--- src/cpp_pkg.sv ---
package cpp_pkg;
   localparam int ADDR_W = 5;
   localparam int DATA_W = 32;
   localparam int CNT_W = 16;
   localparam int PRESC_W = 11;
   localparam int LF_PRESC_W = 3;
   // Register byte addresses
   localparam logic [ADDR_W-1:0] OFF_LCTL = 5'h00;
   localparam logic [ADDR_W-1:0] OFF_UCTL = 5'h04;
   localparam logic [ADDR_W-1:0] OFF_PWL = 5'h08;
   localparam logic [ADDR_W-1:0] OFF_PWH = 5'h0c;
   localparam logic [ADDR_W-1:0] OFF_PERL = 5'h10;
   localparam logic [ADDR_W-1:0] OFF_PERH = 5'h14;
   localparam logic [ADDR_W-1:0] OFF_CNT = 5'h18;
   // Control fields
   localparam int UCTL_FF_BIT = 7;
   localparam int UCTL_RUN_BIT = 3;
   localparam int MODE_MSB = 2;
   localparam int CLK_MSB = 6;
   localparam int CLK_LSB = 4;
   localparam logic [2:0] UMODE_PWM16 = 3'h6;
   localparam logic [2:0] UMODE_PPG16 = 3'h7;
   localparam logic [2:0] LMODE_CASCADE = 3'h3;
   // Source clock taps
   localparam logic [2:0] CLK_DIV11 = 3'h0;
   localparam logic [2:0] CLK_DIV7 = 3'h1;
   localparam logic [2:0] CLK_DIV5 = 3'h2;
   localparam logic [2:0] CLK_DIV3 = 3'h3;
   localparam logic [2:0] CLK_LF = 3'h4;
   localparam logic [2:0] CLK_DIV1 = 3'h5;
   localparam logic [2:0] CLK_FULL = 3'h6;
   // Reset and limit values
   localparam logic [7:0] CTL_RST = 8'h00;
   localparam logic [CNT_W-1:0] WORD_RST = 16'h0000;
   localparam logic [CNT_W-1:0] CNT_ONE = 16'h0001;
   localparam logic [CNT_W-1:0] CNT_MAX = 16'hffff;
endpackage

--- src/cpp_timer.sv ---
module cpp_timer
(
   input wire logic clock,
   input wire logic rst_b,
   input wire logic psel,
   input wire logic penable,
   input wire logic pwrite,
   input wire logic [cpp_pkg::ADDR_W-1:0] paddr,
   input wire logic [cpp_pkg::DATA_W-1:0] pwdata,
   output logic [cpp_pkg::DATA_W-1:0] prdata,
   output logic pready,
   output logic pslverr,
   input wire logic low_freq_clock,
   input wire logic divider_tap_select,
   input wire logic slow_mode,
   output logic pwm_out_pin,
   output logic pulse_gen_out_pin,
   output logic upper_timer_irq
);
   import cpp_pkg::*;

   typedef struct packed {
      logic [CNT_W-1:0] cnt;
      logic ff;
      logic [CNT_W-1:0] pw_buf;
      logic [CNT_W-1:0] pw_act;
      logic [CNT_W-1:0] per;
      logic [7:0] lctl;
      logic [7:0] uctl;
      logic [PRESC_W-1:0] presc;
      logic [LF_PRESC_W-1:0] lf_presc;
      logic [2:0] lf_s;
      logic [1:0] dts_s;
      logic [1:0] slow_s;
      logic irq;
      logic pin;
      logic [DATA_W-1:0] prdata;
      logic pready;
      logic pslverr;
   } cpp_state_type;

   cpp_state_type st_r;
   cpp_state_type st_nxt;
   logic lf_edge;
   logic tick;
   logic run;
   logic pwm_mode;
   logic ppg_mode;
   logic wr;
   logic rd_setup;
   logic pw_hit;
   logic end_hit;
   logic [CNT_W-1:0] per_m1;

   // Source clock tap for the selected prescaler output
   function automatic logic src_tick
   (
      input logic [2:0] sel,
      input logic [PRESC_W-1:0] pre,
      input logic lf_e,
      input logic [LF_PRESC_W-1:0] lf_pre,
      input logic dts,
      input logic slow
   );
      logic lf8;
      lf8 = lf_e && (&lf_pre);
      if (slow)
      begin
         // Only slow clock taps run while the fast oscillator is off
         src_tick = ((sel == CLK_DIV11) && lf8) || ((sel == CLK_LF) && lf_e);
      end
      else
      begin
         case (sel)
            CLK_DIV11: src_tick = dts ? lf8 : (&pre[10:0]);
            CLK_DIV7: src_tick = &pre[6:0];
            CLK_DIV5: src_tick = &pre[4:0];
            CLK_DIV3: src_tick = &pre[2:0];
            CLK_LF: src_tick = lf_e;
            CLK_DIV1: src_tick = pre[0];
            CLK_FULL: src_tick = 1'b1;
            default: src_tick = 1'b0;
         endcase
      end
   endfunction

   // Decode of mode and counting conditions
   always_comb
   begin
      lf_edge = st_r.lf_s[1] && !st_r.lf_s[2];
      pwm_mode = (st_r.uctl[MODE_MSB:0] == UMODE_PWM16);
      ppg_mode = (st_r.uctl[MODE_MSB:0] == UMODE_PPG16);
      run = st_r.uctl[UCTL_RUN_BIT] && (st_r.lctl[MODE_MSB:0] == LMODE_CASCADE)
         && (pwm_mode || ppg_mode);
      tick = run && src_tick(st_r.lctl[CLK_MSB:CLK_LSB], st_r.presc, lf_edge,
         st_r.lf_presc, st_r.dts_s[1], st_r.slow_s[1]);
      per_m1 = st_r.per - CNT_ONE;
      pw_hit = (st_r.cnt == st_r.pw_act);
      end_hit = pwm_mode ? (st_r.cnt == CNT_MAX) : (st_r.cnt == per_m1);
      wr = psel && penable && st_r.pready && pwrite;
      rd_setup = psel && !penable && !pwrite;
   end

   // Next state: prescalers, counter, flop, registers and bus answer
   always_comb
   begin
      st_nxt = st_r;
      st_nxt.irq = 1'b0;
      st_nxt.presc = st_r.presc + {{(PRESC_W-1){1'b0}}, 1'b1};
      st_nxt.lf_s = {st_r.lf_s[1:0], low_freq_clock};
      st_nxt.dts_s = {st_r.dts_s[0], divider_tap_select};
      st_nxt.slow_s = {st_r.slow_s[0], slow_mode};
      if (lf_edge)
      begin
         st_nxt.lf_presc = st_r.lf_presc + {{(LF_PRESC_W-1){1'b0}}, 1'b1};
      end
      // Counting; stopped counter leaves the flop untouched
      if (tick)
      begin
         st_nxt.ff = st_r.ff ^ pw_hit ^ end_hit;
         if (end_hit)
         begin
            // Full wrap in PWM, period match in pulse mode
            st_nxt.cnt = WORD_RST;
            st_nxt.irq = 1'b1;
            if (pwm_mode)
            begin
               st_nxt.pw_act = st_r.pw_buf;
            end
         end
         else
         begin
            st_nxt.cnt = st_r.cnt + CNT_ONE;
         end
      end
      // Register writes at the completing access edge
      if (wr)
      begin
         case (paddr)
            OFF_LCTL: st_nxt.lctl = pwdata[7:0];
            OFF_UCTL:
            begin
               st_nxt.uctl = pwdata[7:0];
               // Preload only while stopped, so a stopping write holds the pin
               if (!st_r.uctl[UCTL_RUN_BIT])
               begin
                  st_nxt.ff = pwdata[UCTL_FF_BIT];
               end
               if (!pwdata[UCTL_RUN_BIT] && !st_r.uctl[UCTL_RUN_BIT])
               begin
                  st_nxt.cnt = WORD_RST;
               end
            end
            OFF_PWL:
            begin
               st_nxt.pw_buf[7:0] = pwdata[7:0];
               if (!(pwm_mode && run))
               begin
                  st_nxt.pw_act[7:0] = pwdata[7:0];
               end
            end
            OFF_PWH:
            begin
               st_nxt.pw_buf[15:8] = pwdata[7:0];
               if (!(pwm_mode && run))
               begin
                  st_nxt.pw_act[15:8] = pwdata[7:0];
               end
            end
            OFF_PERL: st_nxt.per[7:0] = pwdata[7:0];
            OFF_PERH: st_nxt.per[15:8] = pwdata[7:0];
            default: st_nxt.per = st_r.per;
         endcase
      end
      // Read data prepared in the setup cycle
      st_nxt.prdata = '0;
      if (rd_setup)
      begin
         case (paddr)
            OFF_LCTL: st_nxt.prdata[7:0] = st_r.lctl;
            OFF_UCTL: st_nxt.prdata[7:0] = st_r.uctl;
            OFF_PWL: st_nxt.prdata[7:0] = st_r.pw_act[7:0];
            OFF_PWH: st_nxt.prdata[7:0] = st_r.pw_act[15:8];
            OFF_PERL: st_nxt.prdata[7:0] = st_r.per[7:0];
            OFF_PERH: st_nxt.prdata[7:0] = st_r.per[15:8];
            OFF_CNT: st_nxt.prdata[CNT_W-1:0] = st_r.cnt;
            default: st_nxt.prdata = '0;
         endcase
      end
      // One-cycle access phase; unmapped addresses answer with an error
      st_nxt.pready = psel && !penable;
      st_nxt.pslverr = psel && !penable && (paddr > OFF_CNT || paddr[1:0] != 2'h0);
      st_nxt.pin = !st_nxt.ff;
   end

   // State register
   always_ff @(posedge clock or negedge rst_b)
   begin
      if (!rst_b)
      begin
         st_r <= '0;
         st_r.pin <= 1'b1;
      end
      else
      begin
         st_r <= st_nxt;
      end
   end

   // Outputs come straight from the state register
   always_comb
   begin
      prdata = st_r.prdata;
      pready = st_r.pready;
      pslverr = st_r.pslverr;
      pwm_out_pin = st_r.pin;
      pulse_gen_out_pin = st_r.pin;
      upper_timer_irq = st_r.irq;
   end
endmodule

--- config.mk ---
export PLATFORM = sky130hd
export DESIGN_NAME = cpp_timer
export DESIGN_NICKNAME = d
export VERILOG_FILES = /design/src/cpp_pkg.sv /design/src/cpp_timer.sv
export SDC_FILE = /design/constraint.sdc
export NUM_CORES = 1
export LEC_CHECK = 0
export BUFFER_PORTS_ARGS = -buffer_cell sky130_fd_sc_hd__buf_2
export CORE_UTILIZATION = 45
export CTS_CLUSTER_SIZE = 10
export DETAILED_ROUTE_END_ITERATION = 8
export RECOVER_POWER = 25
export REMOVE_ABC_BUFFERS = 1
export SYNTH_ARGS = -nofsm -noshare
export SYNTH_HDL_FRONTEND = slang
export SYNTH_SLANG_ARGS = --single-unit
--- constraint.sdc ---
create_clock -name clock -period 4.34 [get_ports clock]
set_input_delay 0.217 -clock clock [delete_from_list [all_inputs] [get_ports clock]]
set_output_delay 0.217 -clock clock [all_outputs]
set_load 0.02 [all_outputs]
## After elaboration in Yosys (flattened, before gate mapping)

Cells that the tools add are included.

| word-level totals | value |
|---|---|
| bits in registers | 138 |

| cells by class | value |
|---|---|
| add/sub/neg operators | 4 |
| magnitude comparators | 1 |
| reductions and logical operators | 38 |
| eq/ne operators | 18 |
| mux-type cells | 28 |
| bitwise gates (word level) | 2 |

Operators by type and width:

| operator | number |
|---|---|
| two-way mux 16 bit | 6 |
| two-way mux 8 bit | 11 |
| two-way mux 81 bit | 1 |
| case mux 8 bit (7 select lines) | 1 |
| two-way mux 17 bit | 2 |
| equality test 16 bit | 2 |
| adder 16 x 1 -> 16 bit, second input constant | 1 |
| equality test 16 bit, second input constant | 1 |
| subtractor 16 x 1 -> 16 bit, second input constant | 1 |
| equality test 3 bit, second input constant | 5 |
| equality test 5 bit, second input constant | 3 |
| logical AND 1 bit | 15 |
| AND reduction 2 bit | 6 |
| adder 11 x 1 -> 11 bit, second input constant | 1 |
| AND reduction 11 bit | 1 |
| equality test 5 x 4 -> 1 bit, second input constant | 2 |
| equality test 3 x 2 -> 1 bit, second input constant | 3 |
| case mux 1 bit (7 select lines) | 1 |
| AND reduction 7 bit | 1 |
| logical NOT 1 bit | 6 |
| two-way mux 1 bit | 6 |
| AND reduction 3 bit | 2 |
| equality test 5 x 3 -> 1 bit, second input constant | 1 |
| greater-than comparator 5 bit, second input constant | 1 |
| 8 further kinds | 11 |

## Depth between registers and ports, before layout

Gate-level depths: netlist of the first run.

| logic depth | value |
|---|---|
| depth after elaboration | 12 |
| gate-level depth with buffers | 12 |
| depth with buffers taken out | 11 |

## Least setup slack after synthesis of the first run

Ideal clock, no wire load.

| timing path | value |
|---|---|
| path kind | reg2reg |
| start | register st_r[78] in the netlist's numbering |
| end | register st_r[127] in the netlist's numbering |
| library setup time | 121 ps |
| buffers on the path | 2 |
| path slack | 1103 ps |
| stages on the path, launching flop included | 11 |
| arrival | 3115 ps |
| cell sequence | dfrtp_1 -> buf_6 -> or4_4 -> or4_4 -> or3_1 -> a21o_1 -> a2111oi_4 -> nand4b_4 -> o21ai_2 -> buf_2 -> nor2_1 |

RTL lines:

| what | RTL line | text |
|---|---|---|
| start: declaration | cpp_timer.sv:42 | `cpp_state_type st_r;` |
| start signal: assignment | cpp_timer.sv:206 | `st_r <= st_nxt;` |

==> impl_metrics.tcl, run 1 <==
set metrics [dict create \
    violations "capacitance limit, slew limit" \
    clk_root_buffer_cell "clkbuf_16" \
    crit_path_max_fanout 18 \
    antenna_found_initial 1 \
    fin_nets 716 \
    arrival_ns 4.21 \
    multiInputGateArea_um2 3234 \
    place_inst 825 \
    initial_utilization_pct 46.09 \
    yosys.cell_types.count 65 \
    rsz0062_at_grt "false" \
    slowest_delay_ns 0.67 \
    drive_above_1_share_pct 19.20 \
    routed_wl_mm 16.84 \
    post-route-period-util_pct 89.38 \
    cts_buffer_depth 2 \
    period_minus_slack_ns 3.879 \
    drc 0 \
    clock_sinks 122 \
    io_buffers 41 \
    syn_area_per_cell_um2 10.24 \
    max_freq_mhz 257.8 \
    leakage_nw 3.308 \
    path_cells "inv_1 -> ha_1 -> nor4b_1 -> a211oi_1 -> nor3_1 -> o211ai_1 -> a2111oi_1 -> nand4b_4 -> inv_4 -> a31oi_1 -> a21oi_1" \
    synthFlopType "dfrtp_1" \
    ys.warnings.count 0 \
    setup_viol 0 \
    cts_max_level 4 \
    yosys.area.top_type "dfrtp_1" \
    grt_pass1_vias 4909 \
    grt_pass1_wl_mm 27.06 \
    critPathTopFamily "compound AO/OA/AOI/OAI gates" \
    first_pass_iters 5 \
    synthArstFlopShare_pct 100.0 \
    vias 5098 \
    synth_common_cells "121 x dfrtp_1, 55 x nor2_1, 46 x mux2_2" \
    fin_worst_skew_ns 0.008314 \
    drv_slew 34 \
    final_antenna_net_count 0 \
    num_antenna_cells 0 \
    dieArea_um2 15380 \
    cp.required_ns 4.67 \
    tightest_slew_ns 1.727 \
    core_um2 14530 \
    synth-edff-count 0 \
    drv_cap 1 \
    dpl.hpwl_mm 12.08 \
    synth.ff_latch_count 122 \
    power.density_nw_per_um2 380.5 \
    die_y_um 124.0 \
    grt_use_total_pct 23.96 \
    cts_tree "done" \
    slew_headroom_pct -15.15 \
    total_power_mw 2.836 \
    slowest_stage "a2111oi_1" \
    crit_buf_inv 2 \
    tns_ns 0 \
    yosysSeqAreaShare_pct 45.59 \
    num_rows 44 \
    syn2layout_area_growth_pct 11.24 \
    cts_made_buffers 17 \
    wl_per_cell_um 19.56 \
    die_w_um 124.0 \
    rrSetupSlack_ns 0.46 \
    hold_class "input port to flop" \
    insertion_delay_ns 0.42 \
    ir_worst_vdd_mv 0.2717 \
    io_pins 82 \
    n_fill_cell 1341 \
    clk_pin_slew_ns 0.05 \
    overflow 0 \
    drt-initial-drc-count 402 \
    drt-vias-per-instance 5.921 \
    outcome "finished with violations" \
    path_class "flop to flop" \
    crit_path_start_kind "flop" \
    final_cells 861 \
    synth_most_common_cell "dfrtp_1" \
    postCtsSetupBuffers 0 \
    synth_top_area_share_pct 45.20 \
    postSynthCellCount 654 \
    synth.area.top_cells "dfrtp_1 45%, mux2_2 7.7%, xnor2_1 4.2%" \
    seq_area_um2 3054 \
    post_cts_resized 0 \
    grt_max_degree 52 \
    gp_congestion 0.8704 \
    synth_area_um2 6699 \
    hold_viol 0 \
    end_kind "flop" \
]
## worst register-to-register path, cell delays in order (launching register included)
cell       delay [ns]
dfrtp_1          0.43
inv_1            0.12
ha_1             0.21
nor4b_1          0.62
a211oi_1         0.24
nor3_1           0.29
o211ai_1         0.16
a2111oi_1        0.67
nand4b_4         0.40
inv_4            0.30
a31oi_1          0.14
a21oi_1          0.20
## routing by layer
layer  global-route usage, %  wire length [um]  vias to the layer above
met5                       0                 0                        -
met4                   8.557               330                        0
met3                   4.579               965                       28
met2                   37.15              7956                      167
met1                   33.37              7585                     2563
li1                        -                 -                     2340
## logic make-up (layout without fill, tap and decap cells)
group | Yosys count | count (layout) | share of synthesized area [%]
and+or+nand+nor | 215 | 215 | 17.93
DFF | 122 | 122 | 45.59
AOI/OAI and AO/OA | 121 | 121 | 11.71
buffers and inverters | 84 | 92 | 6.967
muxes | 55 | 55 | 9.825
xor gates and xnor gates | 49 | 49 | 6.612
adders and majority gates | 7 | 7 | 1.307
other | 1 | 16 | 0.05598
## power by group
part	switching [mW]	internal [mW]	total, mW
clock network	0.493	0.968	1.46
registers	0.0329	1.17	1.21
logic	0.106	0.0623	0.168
## worst paths after layout
kind                            startpoint    endpoint  depth (start not counted)
worst min register to register  st_nxt[41]  st_nxt[42]                          0
worst max register to register    st_r[73]    st_r[96]                         11
max in group asynchronous            rst_b   st_r[119]                          3
worst min-delay path                  psel      pready                          3
worst max-delay path              st_r[73]    st_r[96]                         11
min in group asynchronous            rst_b   st_r[134]                          2
## cell usage in the layout, fill, tap and decap left out, types with 7 or more instances in the layout
cell type / Yosys / routed
a21oi_1: 33 / 33
a222oi_1: 8 / 8
a31oi_1: 19 / 19
and3_1: 20 / 20
and4_1: 8 / 8
buf_2: 2 / 29
buf_4: 33 / 7
clkbuf_1: 36 / 13
clkbuf_16: 0 / 17
conb_1: 1 / 16
dfrtp_1: 121 / 121
ha_1: 7 / 7
inv_1: 7 / 7
mux2_2: 46 / 46
nand2_1: 34 / 34
nand3_1: 14 / 14
nand4_1: 15 / 15
nor2_1: 55 / 55
nor3_1: 11 / 11
o21ai_0: 30 / 30
xnor2_1: 32 / 32
xor2_1: 16 / 16
## state kept, by name, indices dropped and copies added, names as in the netlist
register           cells
pulse_gen_out_pin      1
pready                 1
upper_timer_irq        1
pslverr                1
st_nxt                 4
st_r                  98
prdata                16
## metrics by stage
stage / utilization [%] / cell area, um2 / hold WS [ns] / setup WS, ns
after CTS: 51.39 / 7470 / 0.05324 / 0.5520
after global routing: 51.27 / 7452 / 0.1126 / 0.1379
final: 51.27 / 7452 / 0.06403 / 0.4608
after detailed placement: 46.87 / 6812 / 0.1838 / 0.5727
after floorplan: - / 6321 / -0.07859 / 1.119
after global placement: 46.87 / 6812 / 0.1696 / 0.6562
## area by class of cell
type,instances,area share [%]
timing repair buffer,52,3.794
inverter,8,0.4365
sequential,122,40.98
multi-input combinational,463,43.40
tap,184,3.089
clock buffer,19,5.944
clock inverter,13,2.351
## timing repair
item	4_1_cts	5_1_grt
hold buffers	4	0
endpoints found under the hold margin	33	0
setup endpoints to repair	0	0
(Power assumes the default switching activity.)
==> inputs of run 2 (changes only) <==
--- a/config.mk
+++ b/config.mk
@@ -5,6 +5,7 @@
 export SDC_FILE = /design/constraint.sdc
 export NUM_CORES = 1
 export LEC_CHECK = 0
+export ABC_AREA = 1
 export BUFFER_PORTS_ARGS = -buffer_cell sky130_fd_sc_hd__buf_2
 export CORE_UTILIZATION = 45
 export CTS_CLUSTER_SIZE = 10
==> run 2 against run 1 <==
The run still ends with capacitance limit, slew limit left. Die area up 3.8%. Non-clock buffer count fell by 2. Clock skew is 0.0053 ns higher. Routed wire length is 16% higher. Global-route usage increased by 2.4 points. Worst setup slack better by 0.89 ns. Sequential power about the same. Synthesized area up 3.8%. Synthesized cell count up 37%.
==> impl_metrics.tcl, run 2 <==
set metrics [dict create \
    outcome "finished with violations" \
    violations "capacitance limit, slew limit" \
    placed_cell_area_um2 7137 \
    power.density_nw_per_um2 372.3 \
    io_buffers 41 \
    slowest_stage "nand3_2" \
    synthFlopType "dfrtp_1" \
    netSwitchingFraction_pct 26.48 \
    clk_root_buffer_cell "clkbuf_16" \
    num_rows 45 \
    initial_utilization_pct 45.93 \
    drt-vias-per-instance 5.393 \
    die_w_um 126.3 \
    grt_pass1_vias 5806 \
    hold_class "input port to flop" \
    synth.ff_latch_count 122 \
    synth-edff-count 0 \
    first_pass_iters 6 \
    setup_ws_ns 1.355 \
    design_area_um2 7774 \
    grt_max_degree 64 \
    antenna_found_initial 0 \
    slowest_delay_ns 0.44 \
    dpl.hpwl_mm 14.58 \
    path_class "flop to flop" \
    internal-power_mw 2.128 \
    pwr-share-comb_pct 6.9 \
    r2r-end "st_r[132]" \
    synth_common_cells "199 x nand2_1, 121 x dfrtp_1, 111 x inv_1" \
    fin_nets 982 \
    grt_pass1_wl_mm 31.47 \
    drive_above_1_share_pct 11.03 \
    cts_made_buffers 17 \
    postCtsSetupBuffers 0 \
    rrSetupSlack_ns 1.35 \
    startpoint "st_r[57]" \
    path_cells "inv_1 -> nand3_2 -> nand2_1 -> nand2_1 -> nand3_1 -> nand2_1 -> nor2_1 -> nand2_1 -> nor2_2 -> nand3_2 -> nor2_4 -> nand2_1 -> nand2_2 -> inv_1 -> nand2_1 -> nor2_1" \
    period_minus_slack_ns 2.985 \
    synth.area.top_cells "dfrtp_1 44%, nand2_1 11%, inv_1 6.0%" \
    hold_start "pwdata[5]" \
    syn_area_per_cell_um2 7.755 \
    ir_worst_vdd_mv 0.2924 \
    r2r_cells 16 \
    fin_util_pct 51.33 \
    syn2layout_area_growth_pct 11.74 \
    setup_viol 0 \
    leakage_nw 3.758 \
    overflow 0 \
    cts_buffer_depth 2 \
    num_antenna_cells 0 \
    slew_headroom_pct -12.34 \
    dpl_worst_slack_ns 1.373 \
    dieArea_um2 15960 \
    final_cell_mix "199 x nand2_1, 121 x dfrtp_1, 111 x inv_1" \
    tns_ns 0 \
    synth_most_common_cell "nand2_1" \
    vias 6100 \
    max_freq_mhz 335.0 \
    cts_tree "done" \
    end_kind "flop" \
    postSynthCellCount 897 \
    power.switching_mw 0.7663 \
    final_common_cell "nand2_1" \
    synth_area_um2 6957 \
    rsz0062_at_grt "false" \
    drv_cap 1 \
    cts_max_level 4 \
    hold_viol 0 \
    seqPwrFrac_pct 41.9 \
    core_um2 15150 \
    cp_common_cell "nand2_1" \
    drv_slew 64 \
    cp.required_ns 4.64 \
    post-route-period-util_pct 68.78 \
    synth_top_area_share_pct 43.53 \
    critPathCapture "st_r[132]" \
    grt_use_total_pct 26.39 \
    gp_congestion 0.9381 \
    clk_pin_slew_ns 0.06 \
    yosys.cell_types.count 43 \
    io_pins 82 \
    drt-initial-drc-count 530 \
    die_y_um 126.3 \
    routed_wl_mm 19.58 \
    largest_register_ffs 98 \
    pwr-share-clk_pct 51.2 \
    timing.rr.start "st_r[57]" \
    largest_register "st_r" \
    clock_sinks 122 \
    yosys.area.top_type "dfrtp_1" \
    crit_path_start_kind "flop" \
    n_fill_cell 1507 \
    fin_worst_skew_ns 0.01358 \
    insertion_delay_ns 0.43 \
    arrival_ns 3.28 \
    drc 0 \
    final_antenna_net_count 0 \
    crit_path_max_fanout 28 \
    wl_per_cell_um 17.31 \
    tightest_slew_ns 1.685 \
    ys.warnings.count 0 \
    yosysSeqAreaShare_pct 43.90 \
    synthArstFlopShare_pct 100.0 \
]
run 2: cell types whose count changed after synthesis, moves of 13 or more:
cell / change
nand3_1: +61
a31oi_1: -19
mux2_2: -46
inv_1: +104
and3_1: -20
clkbuf_1: -26
nand4_1: +30
nor2_2: +13
xnor2_1: -17
nor2_1: +36
nand2_1: +165
run 2: critical path: cells and delay by family (launching register included):
| kind | cells | cell delay, ns |
|---|---|---|
| buffers and inverters | 2 | 0.23 |
| DFF | 1 | 0.40 |
| and+or+nand+nor | 14 | 2.21 |
run 2: power by group through the flow:
stage | sequential (mW) | clock [mW] | combinational (mW)
4_1_cts | 1.21 | 1.50 | 0.202
2_1_floorplan | 1.23 | 0 | 0.116
3_3_place_gp | 1.23 | 0 | 0.194
5_1_grt | 1.22 | 1.55 | 0.229
6_report | 1.21 | 1.48 | 0.199
3_5_place_dp | 1.23 | 0 | 0.197
run 2: stage by stage:
stage          hold slack, ns  total power [mW]  cells
4_1_cts              0.004094             2.920   1131
5_1_grt               0.05451             2.999   1131
3_5_place_dp           0.3264             1.431   1094
2_1_floorplan        -0.07859             1.342    861
3_3_place_gp           0.3261             1.427   1094
6_report              0.01507             2.894   1131
run 2: area by class of cell:
cell class | count | area (um2) | share of cell area, %
clock buffer | 18 | 439.2 | 5.649
clock inverter | 14 | 173.9 | 2.237
inverter | 113 | 424.2 | 5.456
multi-input combinational | 626 | 3177 | 40.87
sequential | 122 | 3054 | 39.29
tap | 188 | 235.2 | 3.026
timing repair buffer | 50 | 270.3 | 3.477
run 2: cell families after synthesis:
family / synth area share (%)
buffers and inverters: 11.11
and+or+nand+nor: 31.60
adders and majority gates: 1.259
xor gates and xnor gates: 4.029
AOI/OAI and AO/OA: 8.040
DFF: 43.90
other: 0.05391
run 2: layer usage:
layer	vias to the layer above	GRT usage, %	wire length (um)
li1	2959	-	-
met1	2888	35.60	8708
met2	211	41.34	9035
met3	42	5.019	1224
met4	0	11.91	614
met5	-	0	0
run 2: worst min path at each step:
stage / depth (start not counted) / end
final: 3 / st_r[70]
after detailed placement: 1 / st_nxt[39]
after CTS: 3 / st_r[70]
after global placement: 1 / st_nxt[37]
after global routing: 3 / st_r[70]
after floorplan: 0 / prdata[0]
run 2: repair_timing:
| item | in CTS | in global routing |
|---|---|---|
| hold endpoints to repair | 65 | 0 |
| resized for setup | 0 | 0 |
| hold buffers | 5 | 0 |
